`config.mk`:
```
export PLATFORM = sky130hd
export DESIGN_NAME = gbpc_ctrl
export DESIGN_NICKNAME = d
export VERILOG_FILES = /design/src/logic/gbpc_ctrl.v
export VERILOG_INCLUDE_DIRS = /design/src /design/src/logic
export SDC_FILE = /design/constraint.sdc
export NUM_CORES = 1
export LEC_CHECK = 0
export ABC_AREA = 1
export BUFFER_PORTS_ARGS = -buffer_cell sky130_fd_sc_hd__buf_4
export CORE_ASPECT_RATIO = 1.5
export CORE_MARGIN = 2
export CORE_UTILIZATION = 60
export DETAILED_ROUTE_END_ITERATION = 16
export PLACE_DENSITY_LB_ADDON = 0.1
export SLEW_MARGIN = 15
export SYNTH_ARGS = -nofsm -noshare
export SYNTH_HDL_FRONTEND = slang
export SYNTH_SLANG_ARGS = --single-unit
```
`constraint.sdc`:
```
create_clock -name CLK_SYS -period 4.79 [get_ports CLK_SYS]
set_input_delay 0.958 -clock CLK_SYS [delete_from_list [all_inputs] [get_ports CLK_SYS]]
set_output_delay 0.958 -clock CLK_SYS [all_outputs]
set_load 0.01 [all_outputs]
```
`src/logic/gbpc_regs.vh`:
```
// Register map, field positions, reset values and timing counts
// for the gate brake and pump controller. Definitions only.
`ifndef GBPC_REGS_VH
`define GBPC_REGS_VH
// Register byte offsets
`define GBPC_CTRL_OFS      12'h000
`define GBPC_BRIDGE_OFS    12'h004
`define GBPC_CCT_OFS       12'h008
`define GBPC_STATUS_OFS    12'h00C
`define GBPC_IRQ_STAT_OFS  12'h010
`define GBPC_IRQ_CLR_OFS   12'h014
`define GBPC_IRQ_EN_OFS    12'h018
// Control register fields
`define GBPC_FORCED_BRAKE  0
`define GBPC_PARK_EN       1
`define GBPC_PUMP_EN       2
`define GBPC_FET_LEVEL     3
`define GBPC_STAGE_AUTO    4
`define GBPC_FREQ_MOD      5
`define GBPC_OC_EN         6
`define GBPC_LS_EXCL_LSB   8
`define GBPC_CTRL_MASK     32'h0000077F
`define GBPC_CTRL_RST      32'h00000020
// Bridge register: mode 2 bits per bridge, pwm enable at 8..10
`define GBPC_PWM_EN_LSB    8
`define GBPC_BRIDGE_MASK   32'h0000073F
`define GBPC_BRIDGE_RST    32'h00000000
// Cross conduction time, 8 bits per bridge, in clock cycles
`define GBPC_CCT_MASK      32'h00FFFFFF
`define GBPC_CCT_RST       32'h00101010
// Half-bridge modes
`define GBPC_HB_OFF        2'b00
`define GBPC_HB_LS         2'b01
`define GBPC_HB_HS         2'b10
// Device modes
`define GBPC_MODE_INIT     3'h0
`define GBPC_MODE_NORMAL   3'h1
`define GBPC_MODE_STOP     3'h2
`define GBPC_MODE_SLEEP    3'h3
`define GBPC_MODE_RESTART  3'h4
`define GBPC_MODE_FAILSAFE 3'h5
// Interrupt bits
`define GBPC_IRQ_BRAKE     0
`define GBPC_IRQ_PULLDOWN  1
`define GBPC_IRQ_STAGE     2
`define GBPC_IRQ_W         3
// Pump modulation timing
`define GBPC_CLK_HZ        100000000
`define GBPC_FMOD_HZ       15600
`define GBPC_FMOD_HALF_CYC (`GBPC_CLK_HZ / `GBPC_FMOD_HZ / 2)
`endif

```
`src/logic/gbpc_ctrl.v`:
```
// Gate brake and pump controller: forced and parking brake sequences,
// passive pull-down control, charge pump level, stage and modulation.
// Assumes an APB master on CLK_SYS and fault inputs synchronous to it.
// Operation
// [RULE1] Supply, interface overvoltage, pump undervoltage or overtemp release gates.
// [RULE2] Drain-source overvoltage after active discharge in Normal releases gates.
// [RULE3] Init, Stop, Fail Safe, Restart, Sleep hold gates off except parking lows.
// [RULE4] Regulator undervoltage, mode 00, pump off, enabled overcurrent pull gates down.
// [RULE5] Forced brake runs only in Normal mode.
// [RULE6] Forced brake first discharges active bridges for their cross conduction time.
// [RULE7] After discharge the forced brake turns the pump off.
// [RULE8] Forced brake routes the PWM input to all low sides; high turns on.
// [RULE9] Forced brake low PWM level turns enabled low sides off.
// [RULE10] Each low side can be excluded from forced brake control.
// [RULE11] Parking brake on Sleep/Stop entry discharges bridges then stops pump; the pump here stops at entry, before discharge.
// [RULE12] Parking brake frees low-side pull-downs, applies high-side pull-downs.
// [RULE13] Parking brake turns low sides on while PWM input is high.
// [RULE14] Level select 0 picks logic-level regulation, reduced high-side drive.
// [RULE15] Level select 1 picks normal-level regulation, equal drive levels.
// [RULE16] Stage auto 0 forces dual stage; 1 enables automatic selection.
// [RULE17] Automatic mode goes single above upper, dual below lower threshold.
// [RULE18] Modulation bit 0 leaves pump clock plain; 1 modulates at 15.6 kHz.
// [RULE19] Each brake step begins only after the previous step has finished.
`include "gbpc_regs.vh"

module gbpc_ctrl #(
   parameter NB       = 3,
   parameter MOD_HALF = `GBPC_FMOD_HALF_CYC
) (
   input  wire          CLK_SYS,
   input  wire          SRST,
   input  wire          PSEL,
   input  wire          PENABLE,
   input  wire          PWRITE,
   input  wire [11:0]   PADDR,
   input  wire [31:0]   PWDATA,
   output reg  [31:0]   PRDATA,
   output wire          PREADY,
   output wire          PSLVERR,
   input  wire [2:0]    DEV_MODE,
   input  wire          VS_OV,
   input  wire          VSINT_OV,
   input  wire          PUMP_UV,
   input  wire          PUMP_OVERTEMP,
   input  wire          VDS_OV,
   input  wire          VCC1_UV,
   input  wire          CSA_OC,
   input  wire          VS_ABOVE_UPPER,
   input  wire          VS_BELOW_LOWER,
   input  wire          PWM_IN_ONE,
   input  wire [NB-1:0] HS_CMD,
   input  wire [NB-1:0] LS_CMD,
   output reg  [NB-1:0] HIGH_GATE_ON,
   output reg  [NB-1:0] LOW_GATE_ON,
   output reg  [NB-1:0] HIGH_GATE_DISCH,
   output reg  [NB-1:0] LOW_GATE_DISCH,
   output reg  [NB-1:0] HIGH_GATE_PULLDOWN,
   output reg  [NB-1:0] LOW_GATE_PULLDOWN,
   output reg           PUMP_ON,
   output reg           PUMP_NORMAL_LEVEL,
   output reg           HS_DRIVE_REDUCED,
   output reg           PUMP_SINGLE_STAGE,
   output reg           PUMP_MOD_CLK,
   output reg           IRQ
);

   localparam S_IDLE = 3'h0;
   localparam S_DISCH = 3'h1;
   localparam S_PUMPOFF = 3'h2;
   localparam S_FBRK = 3'h3;
   localparam S_PBRK = 3'h4;

   reg  [31:0]          ctrl_r;
   reg  [31:0]          bridge_r;
   reg  [31:0]          cct_r;
   reg  [`GBPC_IRQ_W-1:0] irq_stat_r;
   reg  [`GBPC_IRQ_W-1:0] irq_en_r;
   reg  [2:0]           state_r;
   reg  [2:0]           state_nxt;
   reg  [2:0]           mode_prev_r;
   reg                  is_park_r;
   reg  [7:0]           disch_cnt_r [0:NB-1];
   reg  [NB-1:0]        disch_act_r;
   reg                  fault_prev_r;
   reg                  single_nxt;
   reg  [12:0]          mod_cnt_r;
   reg  [NB-1:0]        hon_nxt;
   reg  [NB-1:0]        lon_nxt;
   reg  [NB-1:0]        hpd_nxt;
   reg  [NB-1:0]        lpd_nxt;
   reg  [`GBPC_IRQ_W-1:0] irq_evt;
   reg  [31:0]          rd_data;
   reg                  rd_hit;

   wire wr_en = PSEL & PENABLE & PWRITE;
   wire normal = (DEV_MODE == `GBPC_MODE_NORMAL);
   wire sleep_stop = (DEV_MODE == `GBPC_MODE_STOP) |
                     (DEV_MODE == `GBPC_MODE_SLEEP);
   wire was_sleep_stop = (mode_prev_r == `GBPC_MODE_STOP) |
                         (mode_prev_r == `GBPC_MODE_SLEEP);
   wire forced_req = ctrl_r[`GBPC_FORCED_BRAKE] & normal; // [RULE5]
   wire park_entry = ctrl_r[`GBPC_PARK_EN] & sleep_stop &
                     ~was_sleep_stop; // [RULE11]
   wire [NB-1:0] ls_excl = ctrl_r[`GBPC_LS_EXCL_LSB +: NB];
   wire [NB-1:0] pwm_en = bridge_r[`GBPC_PWM_EN_LSB +: NB];
   wire disch_busy = |disch_act_r;

   // Faults that hand every gate to the pull-downs; drain-source and overcurrent ones only in Normal
   wire fault_pd = VS_OV | VSINT_OV | PUMP_UV | PUMP_OVERTEMP |
                   VCC1_UV | (normal & VDS_OV & ~disch_busy) | // [RULE2]
                   (normal & ctrl_r[`GBPC_OC_EN] & CSA_OC); // [RULE4]

   // Bridge mode decoding, shared by several processes
   function active_mode;
      input [1:0] m;
      begin
         active_mode = (m == `GBPC_HB_LS) | (m == `GBPC_HB_HS);
      end
   endfunction

   assign PREADY = 1'b1;
   assign PSLVERR = PSEL & PENABLE & ~rd_hit;

   // Address decode for reads and write legality
   always @* begin
      rd_data = 32'h00000000;
      rd_hit = 1'b1;
      if (PADDR == `GBPC_CTRL_OFS) begin
         rd_data = ctrl_r;
      end else if (PADDR == `GBPC_BRIDGE_OFS) begin
         rd_data = bridge_r;
      end else if (PADDR == `GBPC_CCT_OFS) begin
         rd_data = cct_r;
      end else if (PADDR == `GBPC_STATUS_OFS) begin
         rd_data = {24'h000000, PUMP_SINGLE_STAGE, PUMP_ON,
                    fault_pd, disch_busy, 1'b0, state_r};
      end else if (PADDR == `GBPC_IRQ_STAT_OFS) begin
         rd_data = {29'h00000000, irq_stat_r};
      end else if (PADDR == `GBPC_IRQ_CLR_OFS) begin
         rd_data = 32'h00000000;
      end else if (PADDR == `GBPC_IRQ_EN_OFS) begin
         rd_data = {29'h00000000, irq_en_r};
      end else begin
         rd_hit = 1'b0;
      end
   end

   // Read data captured in the setup cycle
   always @(posedge CLK_SYS) begin
      if (SRST) begin
         PRDATA <= 32'h00000000;
      end else if (PSEL & ~PENABLE & ~PWRITE) begin
         PRDATA <= rd_data;
      end
   end

   // Writable configuration registers
   always @(posedge CLK_SYS) begin
      if (SRST) begin
         ctrl_r <= `GBPC_CTRL_RST;
         bridge_r <= `GBPC_BRIDGE_RST;
         cct_r <= `GBPC_CCT_RST;
         irq_en_r <= {`GBPC_IRQ_W{1'b0}};
      end else if (wr_en) begin
         if (PADDR == `GBPC_CTRL_OFS) begin
            ctrl_r <= PWDATA & `GBPC_CTRL_MASK;
         end else if (PADDR == `GBPC_BRIDGE_OFS) begin
            bridge_r <= PWDATA & `GBPC_BRIDGE_MASK;
         end else if (PADDR == `GBPC_CCT_OFS) begin
            cct_r <= PWDATA & `GBPC_CCT_MASK;
         end else if (PADDR == `GBPC_IRQ_EN_OFS) begin
            irq_en_r <= PWDATA[`GBPC_IRQ_W-1:0];
         end
      end
   end

   // Sticky events; a new event wins over a clear in the same cycle
   always @(posedge CLK_SYS) begin
      if (SRST) begin
         irq_stat_r <= {`GBPC_IRQ_W{1'b0}};
         IRQ <= 1'b0;
      end else begin
         if (wr_en & (PADDR == `GBPC_IRQ_CLR_OFS)) begin
            irq_stat_r <= (irq_stat_r & ~PWDATA[`GBPC_IRQ_W-1:0]) |
                          irq_evt;
         end else begin
            irq_stat_r <= irq_stat_r | irq_evt;
         end
         IRQ <= |((irq_stat_r | irq_evt) & irq_en_r);
      end
   end

   // Event sources
   always @* begin
      irq_evt = {`GBPC_IRQ_W{1'b0}};
      irq_evt[`GBPC_IRQ_BRAKE] = (state_r == S_IDLE) &
                                 (state_nxt == S_DISCH);
      irq_evt[`GBPC_IRQ_PULLDOWN] = fault_pd & ~fault_prev_r;
      irq_evt[`GBPC_IRQ_STAGE] = single_nxt ^ PUMP_SINGLE_STAGE;
   end

   // Per-bridge active discharge timers
   genvar g;
   generate
      for (g = 0; g < NB; g = g + 1) begin : g_disch
         always @(posedge CLK_SYS) begin
            if (SRST) begin
               disch_cnt_r[g] <= 8'h00;
               disch_act_r[g] <= 1'b0;
            end else if ((state_r == S_IDLE) &
                         (state_nxt == S_DISCH)) begin
               // Only driven bridges need discharging
               disch_act_r[g] <= active_mode(bridge_r[2*g +: 2]) &
                                 (cct_r[8*g +: 8] != 8'h00); // [RULE6]
               disch_cnt_r[g] <= cct_r[8*g +: 8]; // [RULE6]
            end else if (disch_act_r[g]) begin
               if (disch_cnt_r[g] == 8'h01) begin
                  disch_act_r[g] <= 1'b0;
               end
               disch_cnt_r[g] <= disch_cnt_r[g] - 8'h01;
            end
         end
      end
   endgenerate

   // Brake sequencer
   always @* begin
      state_nxt = state_r;
      case (state_r)
         S_IDLE: begin
            if (forced_req | park_entry) begin
               state_nxt = S_DISCH;
            end
         end
         S_DISCH: begin
            if (~forced_req & ~is_park_r) begin
               state_nxt = S_IDLE;
            end else if (~disch_busy) begin
               state_nxt = S_PUMPOFF; // [RULE19]
            end
         end
         S_PUMPOFF: begin
            if (~forced_req & ~is_park_r) begin
               state_nxt = S_IDLE;
            end else if (is_park_r) begin
               state_nxt = S_PBRK; // [RULE19]
            end else begin
               state_nxt = S_FBRK; // [RULE19]
            end
         end
         S_FBRK: begin
            if (~forced_req) begin
               state_nxt = S_IDLE;
            end
         end
         S_PBRK: begin
            if (~sleep_stop) begin
               state_nxt = S_IDLE;
            end
         end
         default: begin
            state_nxt = S_IDLE;
         end
      endcase
      if (is_park_r & ~sleep_stop & (state_r != S_IDLE)) begin
         state_nxt = S_IDLE;
      end
   end

   always @(posedge CLK_SYS) begin
      if (SRST) begin
         state_r <= S_IDLE;
         is_park_r <= 1'b0;
         mode_prev_r <= `GBPC_MODE_INIT;
         fault_prev_r <= 1'b0;
      end else begin
         state_r <= state_nxt;
         mode_prev_r <= DEV_MODE;
         fault_prev_r <= fault_pd;
         if ((state_r == S_IDLE) & (state_nxt == S_DISCH)) begin
            is_park_r <= park_entry & ~forced_req;
         end else if (state_nxt == S_IDLE) begin
            is_park_r <= 1'b0;
         end
      end
   end

   // Gate command and pull-down selection
   integer i;
   always @* begin
      hon_nxt = {NB{1'b0}};
      lon_nxt = {NB{1'b0}};
      hpd_nxt = {NB{1'b1}};
      lpd_nxt = {NB{1'b1}};
      for (i = 0; i < NB; i = i + 1) begin
         case (state_r)
            S_IDLE: begin
               // Normal drive only with pump on and bridge enabled
               if (normal & ctrl_r[`GBPC_PUMP_EN] &
                   active_mode(bridge_r[2*i +: 2])) begin // [RULE4]
                  hpd_nxt[i] = 1'b0;
                  lpd_nxt[i] = 1'b0;
                  hon_nxt[i] = HS_CMD[i] & pwm_en[i];
                  lon_nxt[i] = LS_CMD[i] & ~(HS_CMD[i] & pwm_en[i]);
               end
            end
            S_FBRK: begin
               if (~ls_excl[i]) begin // [RULE10]
                  lpd_nxt[i] = 1'b0;
                  lon_nxt[i] = PWM_IN_ONE; // [RULE8] [RULE9]
               end
            end
            S_PBRK: begin
               lpd_nxt[i] = 1'b0; // [RULE12]
               lon_nxt[i] = PWM_IN_ONE; // [RULE13]
            end
            default: begin
               hon_nxt[i] = 1'b0;
            end
         endcase
      end
      // Outside Normal the gates stay pulled down, parking lows aside
      if (~normal & (state_r != S_PBRK)) begin // [RULE3]
         hon_nxt = {NB{1'b0}};
         lon_nxt = {NB{1'b0}};
         hpd_nxt = {NB{1'b1}};
         lpd_nxt = {NB{1'b1}};
      end
      if (fault_pd) begin // [RULE1]
         hon_nxt = {NB{1'b0}};
         lon_nxt = {NB{1'b0}};
         hpd_nxt = {NB{1'b1}};
         lpd_nxt = {NB{1'b1}};
      end
   end

   // Registered gate outputs
   always @(posedge CLK_SYS) begin
      if (SRST) begin
         HIGH_GATE_ON <= {NB{1'b0}};
         LOW_GATE_ON <= {NB{1'b0}};
         HIGH_GATE_DISCH <= {NB{1'b0}};
         LOW_GATE_DISCH <= {NB{1'b0}};
         HIGH_GATE_PULLDOWN <= {NB{1'b1}};
         LOW_GATE_PULLDOWN <= {NB{1'b1}};
      end else begin
         HIGH_GATE_ON <= hon_nxt;
         LOW_GATE_ON <= lon_nxt;
         HIGH_GATE_PULLDOWN <= hpd_nxt;
         LOW_GATE_PULLDOWN <= lpd_nxt;
         // Active discharge while the timer runs
         HIGH_GATE_DISCH <= (state_r == S_DISCH) ?
                            disch_act_r & ~{NB{fault_pd}} :
                            {NB{1'b0}}; // [RULE6] [RULE11]
         LOW_GATE_DISCH <= (state_r == S_DISCH) ?
                           disch_act_r & ~{NB{fault_pd}} :
                           {NB{1'b0}}; // [RULE6] [RULE11]
      end
   end

   // Charge pump enable, level, stage and modulation
   always @* begin
      single_nxt = PUMP_SINGLE_STAGE;
      if (~ctrl_r[`GBPC_STAGE_AUTO]) begin
         single_nxt = 1'b0; // [RULE16]
      end else if (VS_ABOVE_UPPER) begin
         single_nxt = 1'b1; // [RULE17]
      end else if (VS_BELOW_LOWER) begin
         single_nxt = 1'b0; // [RULE17]
      end
   end

   always @(posedge CLK_SYS) begin
      if (SRST) begin
         PUMP_ON <= 1'b0;
         PUMP_NORMAL_LEVEL <= 1'b0;
         HS_DRIVE_REDUCED <= 1'b1;
         PUMP_SINGLE_STAGE <= 1'b0;
         PUMP_MOD_CLK <= 1'b0;
         mod_cnt_r <= 13'h0000;
      end else begin
         // Pump stays off from the pump-off step onward
         PUMP_ON <= ctrl_r[`GBPC_PUMP_EN] & normal &
                    ((state_r == S_IDLE) |
                     (state_r == S_DISCH)); // [RULE7] [RULE11]
         PUMP_NORMAL_LEVEL <= ctrl_r[`GBPC_FET_LEVEL]; // [RULE15]
         HS_DRIVE_REDUCED <= ~ctrl_r[`GBPC_FET_LEVEL]; // [RULE14]
         PUMP_SINGLE_STAGE <= single_nxt;
         if (~ctrl_r[`GBPC_FREQ_MOD]) begin
            mod_cnt_r <= 13'h0000; // [RULE18]
            PUMP_MOD_CLK <= 1'b0;
         end else if (mod_cnt_r == MOD_HALF[12:0] - 13'h0001) begin
            mod_cnt_r <= 13'h0000;
            PUMP_MOD_CLK <= ~PUMP_MOD_CLK; // [RULE18]
         end else begin
            mod_cnt_r <= mod_cnt_r + 13'h0001;
         end
      end
   end

endmodule // gbpc_ctrl

```
==> results of run 1 <==
final cells by class:
| type | count | area share [%] |
|---|---|---|
| Clock inverter | 11 | 1.38 |
| Multi-Input combinational cell | 542 | 36.6 |
| Clock buffer | 21 | 5.69 |
| Sequential cell | 141 | 37.9 |
| Inverter | 124 | 5.80 |
| Timing Repair Buffer | 112 | 10.4 |
| Tap cell | 147 | 2.27 |
worst max-delay path by stage:
stage	startpoint	endpoint	slack [ps]	cells after the start
4_1_cts	PADDR[9]	PSLVERR	1640	8
5_1_grt	PADDR[9]	PSLVERR	1510	8
3_5_place_dp	PADDR[1]	PSLVERR	1650	8
2_1_floorplan	PADDR[9]	PSLVERR	2040	7
3_3_place_gp	PADDR[9]	PSLVERR	1650	8
6_report	PADDR[1]	PSLVERR	1640	8
synth_stat cells, drive strengths merged, types with 16 or more instances:
| cell type | count |
|---|---|
| inv | 123 |
| nand2 | 118 |
| dfxtp | 117 |
| nor2 | 101 |
| nand3 | 70 |
| o21ai | 64 |
| a21oi | 54 |
| buf | 25 |
| edfxtp | 24 |
| o22ai | 21 |
| a211oi | 18 |
| nand4 | 18 |
| nor3 | 16 |
kinds of logic after synthesis:
kind of cell | Yosys count | share of synthesized area (%)
simple gates | 331 | 23.4
compound gates | 176 | 16.4
buf+inv | 160 | 10.4
flops | 141 | 45.8
xor+xnor | 18 | 2.36
fa+ha+maj | 8 | 1.50
other cells | 2 | 0.112
per-layer routing:
metal	part of all wire, %	routed length [µm]
met1	36	6450
met2	53	9470
met3	5.1	916
met4	5.9	1050
met5	0	0
sequential cells by signal (all words and copies together), names as in the netlist, 2 cells and up:
register / flops
PRDATA: 24
bridge_r: 9
ctrl_r: 10
LOW_GATE_ON: 3
cct_r: 24
state_r: 3
disch_cnt_r: 24
HIGH_GATE_ON: 3
LOW_GATE_PULLDOWN: 3
mode_prev_r: 2
HIGH_GATE_PULLDOWN: 3
LOW_GATE_DISCH: 3
irq_stat_r: 3
mod_cnt_r: 13
irq_en_r: 3
disch_act_r: 3
power breakdown:
| part | internal, µW | switching, µW |
|---|---|---|
| sequential | 1220 | 9.60 |
| combinational | 60.3 | 86.4 |
| clock | 746 | 506 |
cell usage in the layout (no fill, tap or decap), types with 14 or more instances in the layout:
cell type,count
buf_4,112
nand3_1,68
o21ai_0,55
nor3_1,14
nand4_1,17
nor2_1,87
o22ai_1,21
inv_1,114
a211oi_2,18
dfxtp_1,117
nand2_1,108
clkbuf_16,17
edfxtp_1,24
a21oi_1,54
per-stage QoR:
step	setup WS (ps)	instances
2_1_floorplan	2040	843
3_3_place_gp	1650	1066
3_5_place_dp	1650	1066
4_1_cts	1640	1098
5_1_grt	1510	1098
6_report	1640	1098
worst register-to-register path, cell delays in order (launching register included):
cell,delay [ps]
dfxtp_1,370
or2_4,310
nor2_8,140
nand2_2,150
nand2_2,230
inv_1,130
nand2_1,300
==> results.json, run 1 <==
{
  "outcome": "finished clean",
  "hold_path.class": "reg2reg",
  "whs_ps": 465,
  "slew_violations": 0,
  "hold_viol": 0,
  "io-pin-count": 126,
  "yosysWarnings": 0,
  "postCtsHoldBufs": 0,
  "final-setup-viol-count": 0,
  "path_class": "in2out",
  "pwr_density_cell_nw_per_um2": 325,
  "dieArea_um2": 12000,
  "route.detailed.drc": 0,
  "grt_pass1_vias": 5970,
  "fin_util_pct": 73.9,
  "vdd_drop_max_uv": 277,
  "cts-htree-levels": 4,
  "synth.area.top_cells": "dfxtp_1, edfxtp_1, inv_1",
  "end_kind": "output pin",
  "whs_endpoint": "PRDATA[12]$_SDFFE_PP0P_",
  "ys_async_sr_fraction_pct": 0,
  "grt_overflow": 0,
  "cts_resized": 0,
  "drt_iter0_markers": 337,
  "ys_seq_elements": 141,
  "r2r_end": "disch_cnt_r[1][6]$_DFFE_PP_",
  "critPathRequiredTime_ps": 3830,
  "yosys.area.top_type_share_pct": 35.1,
  "critPathLaunchType": "input port",
  "period_share_pct": 65.7,
  "cts_root_buffer": "clkbuf_16",
  "via_per_inst": 5.51,
  "dp_hpwl_um": 13500,
  "reg2reg_from": "state_r[2]$_SDFF_PP0_",
  "track_usage_pct": 29.7,
  "clkSinkCount": 141,
  "arrival_ps": 2190,
  "multi_input_area_um2": 2960,
  "hold_start": "PRDATA[12]$_SDFFE_PP0P_",
  "tritoncts": "built",
  "max_stage_delay_ps": 260,
  "finalSetupTns_ps": 0,
  "wire_per_inst_um": 16.3,
  "cts_made_buffers": 17,
  "ys_types": 46,
  "ys_seq_area_share_pct": 45.8,
  "r2r_setup_slack_ps": 2820,
  "numPortBuffers": 108,
  "rsz0062_at_grt": "false",
  "cp_slowest_cell": "nand2_1",
  "grt_use_met1_pct": 30.9,
  "yosysTopAreaCell": "dfxtp_1",
  "die_y_um": 133,
  "die_w_um": 90.2,
  "r2r_cells": 6,
  "nFillCells": 912,
  "grt_max_degree": 51,
  "diodes": 0,
  "cp_max_fo": 9,
  "totalWireLength_um": 17900,
  "ant_nets": 0,
  "path_delay_family": "simple AND/OR/NAND/NOR gates",
  "power_leakage_uw": 0.00334,
  "drt-pass1-iter-count": 6,
  "avgSynthCellArea_um2": 7.99,
  "synth.cell_area_um2": 6680,
  "core_area_um2": 10900,
  "gp_congestion": 0.930,
  "cap_violations": 0,
  "postCtsSetupBuffers": 0,
  "gr-usage-met2_pct": 54.1,
  "yosys_most_used_dff": "dfxtp_1",
  "fin_skew_ps": 9.21,
  "layout-drive-gt1-share_pct": 21.1,
  "worst_slew_pin_slew_ps": 765,
  "critPathBufInv": 2,
  "nets": 1014,
  "relSlewSlack_pct": 48.9,
  "syn-instance-count": 836,
  "crit_path_cell_trace": "buf_4 > nor2_2 > nand2_1 > nor2_4 > nand2_1 > nand4_1 > nor2_1 > buf_4",
  "synth_edf_count": 24,
  "seqCellArea_um2": 3060,
  "finalPower_uw": 2630,
  "min_path_cells": 2,
  "path_clk_slew_ps": 60,
  "grt.busiest_layer": "met2",
  "num_rows": 47,
  "period_minus_slack_ps": 3150,
  "cts_max_path_buffers": 2,
  "insertion_delay_ps": 420,
  "grt_pass1_wl_um": 28100,
  "initial_core_util_pct": 61.1,
  "place_area_um2": 7510,
  "antenna_found_initial": 0,
  "vias": 6048,
  "use_met3_pct": 5.66,
  "final_cell_area_um2": 8090,
  "syn_to_final_growth_pct": 21.0,
  "fmax_mhz": 318
}
Note: power is estimated with default switching activity, not from simulation.
==> run 2: changes to the inputs <==
CORE_UTILIZATION = 56   (was 60)
clock period = 3.19 ns   (was 4.79 ns; I/O delays follow)
==> run 2 against run 1 <==
Wire length decreased by 0.44%. Highest routed layer unchanged. Global-route usage decreased by 1.1 points. Worst setup slack got worse by 1000 ps. Largest cell class unchanged. Critical endpoint unchanged.
==> results.json, run 2 (synthesis gave the netlist of run 1 again) <==
{
  "final_common_cell": "dfxtp_1",
  "slew_violations": 0,
  "cts-htree-levels": 4,
  "path_class": "in2out",
  "power_leakage_uw": 0.00335,
  "arrival_ps": 1910,
  "diodes": 0,
  "insertion_delay_ps": 420,
  "relSlewSlack_pct": 48.5,
  "vdd_drop_max_uv": 350,
  "period_minus_slack_ps": 2550,
  "cap_violations": 0,
  "route.detailed.drc": 0,
  "track_usage_pct": 28.6,
  "finalSetupTns_ps": 0,
  "finalNonFillerCells": 1101,
  "grt_max_degree": 37,
  "switchingPower_uw": 908,
  "outcome": "finished clean",
  "initial_core_util_pct": 57.6,
  "dp_hpwl_um": 13200,
  "path_delay_family": "simple AND/OR/NAND/NOR gates",
  "finalPower_uw": 4000,
  "drt-pass1-iter-count": 5,
  "top_regs": "PRDATA x24, cct_r x24, disch_cnt_r x24",
  "critPathRequiredTime_ps": 2550,
  "cts_max_path_buffers": 2,
  "p_clk_share_pct": 48.5,
  "hold_path.class": "in2reg",
  "dp_cells": 1069,
  "dieArea_um2": 12800,
  "layout-drive-gt1-share_pct": 21.1,
  "max_stage_delay_ps": 270,
  "via_per_inst": 5.56,
  "cp_slowest_cell": "nand2_1",
  "syn_to_final_growth_pct": 21.3,
  "grt_pass1_wl_um": 28600,
  "cts_resized": 0,
  "critPathBufInv": 2,
  "postCtsSetupBuffers": 0,
  "internal_power_uw": 3100,
  "numPortBuffers": 108,
  "wire_per_inst_um": 16.2,
  "end_kind": "output pin",
  "die_y_um": 138,
  "fmax_mhz": 392,
  "clkSinkCount": 141,
  "vias": 6119,
  "fin_util_pct": 69.9,
  "drt_iter0_markers": 302,
  "nets": 1014,
  "nFillCells": 970,
  "worst_slew_pin_slew_ps": 772,
  "path_clk_slew_ps": 60,
  "totalWireLength_um": 17800,
  "gp_congestion": 1.01,
  "p_comb_share_pct": 5.5,
  "fin_skew_ps": 10.1,
  "p_seq_share_pct": 46.0,
  "final-setup-viol-count": 0,
  "final_cell_mix": "dfxtp_1, inv_1, buf_4, nand2_1, nor2_1",
  "tritoncts": "built",
  "period_share_pct": 80.0,
  "rsz0062_at_grt": "false",
  "hold_viol": 0,
  "crit_path_cell_trace": "buf_4 > nor2_2 > nand2_1 > nor2_4 > nand2_1 > nand4_1 > nor2_1 > buf_4",
  "grt_pass1_vias": 5991,
  "die_w_um": 93.2,
  "pwr_density_cell_nw_per_um2": 494,
  "swShare_pct": 22.7,
  "antenna_found_initial": 0,
  "ant_nets": 0,
  "postCtsHoldBufs": 0,
  "io-pin-count": 126,
  "critPathLaunchType": "input port",
  "core_area_um2": 11600,
  "cts_made_buffers": 17,
  "cp_max_fo": 9,
  "num_rows": 48,
  "cts_root_buffer": "clkbuf_16",
  "grt_overflow": 0
}
-- run 2: cell count changes in the layout (fill, tap and decap cells not counted), sizes merged --
cell	previous run	this run
clkbuf	21	20
bufinv	1	2
clkinvlp	5	2
clkinv	4	7
-- run 2: power groups by stage --
stage | logic, µW | clock network, µW | registers, µW
global placement | 211 | 0 | 1880
CTS | 217 | 1960 | 1840
detailed placement | 215 | 0 | 1880
global route | 240 | 2030 | 1850
finish | 218 | 1940 | 1840
floorplan | 120 | 0 | 1880
-- run 2: final timing paths --
path                           startpoint                     endpoint  slack (ps)  cells past startpoint
setup reg to reg    state_r[2]$_SDFF_PP0_  disch_cnt_r[1][2]$_DFFE_PP_        1280                      6
hold / removal                 PWDATA[12]       cct_r[12]$_SDFFE_PP1P_         440                      3
setup / recovery                 PADDR[1]                      PSLVERR         640                      8
hold reg to reg   PRDATA[23]$_SDFFE_PP0P_      PRDATA[23]$_SDFFE_PP0P_         470                      2
-- run 2: tightest hold or removal path, cell delays in order --
cell	delay, ps
buf_4	80
nand2_1	40
o211ai_1	60
-- run 2: area by class of cell --
class                      instances  area [µm²]  area share, %
inverter                         124         469           5.79
timing repair buffer             112         841           10.4
clock buffer                      20         447           5.51
clock inverter                    12         138           1.70
sequential                       141        3060           37.8
tap                              150         188           2.32
multi-input combinational        542        2960           36.5
-- run 2: layer usage --
metal  track usage (%)  wire [µm]  part of all wire (%)
met1              32.7       6820                    38
met5                 0          0                     0
met3              4.98       1040                   5.8
met2              51.0       9380                    53
met4              14.4        554                   3.1
-- run 2: through the flow --
stage	setup slack, ps	area, µm²	hold WS [ps]
after floorplan	1080	6710	429
after global placement	676	7520	444
after detailed placement	667	7520	458
after CTS	666	8100	440
after global routing	519	8100	449
final	638	8100	444
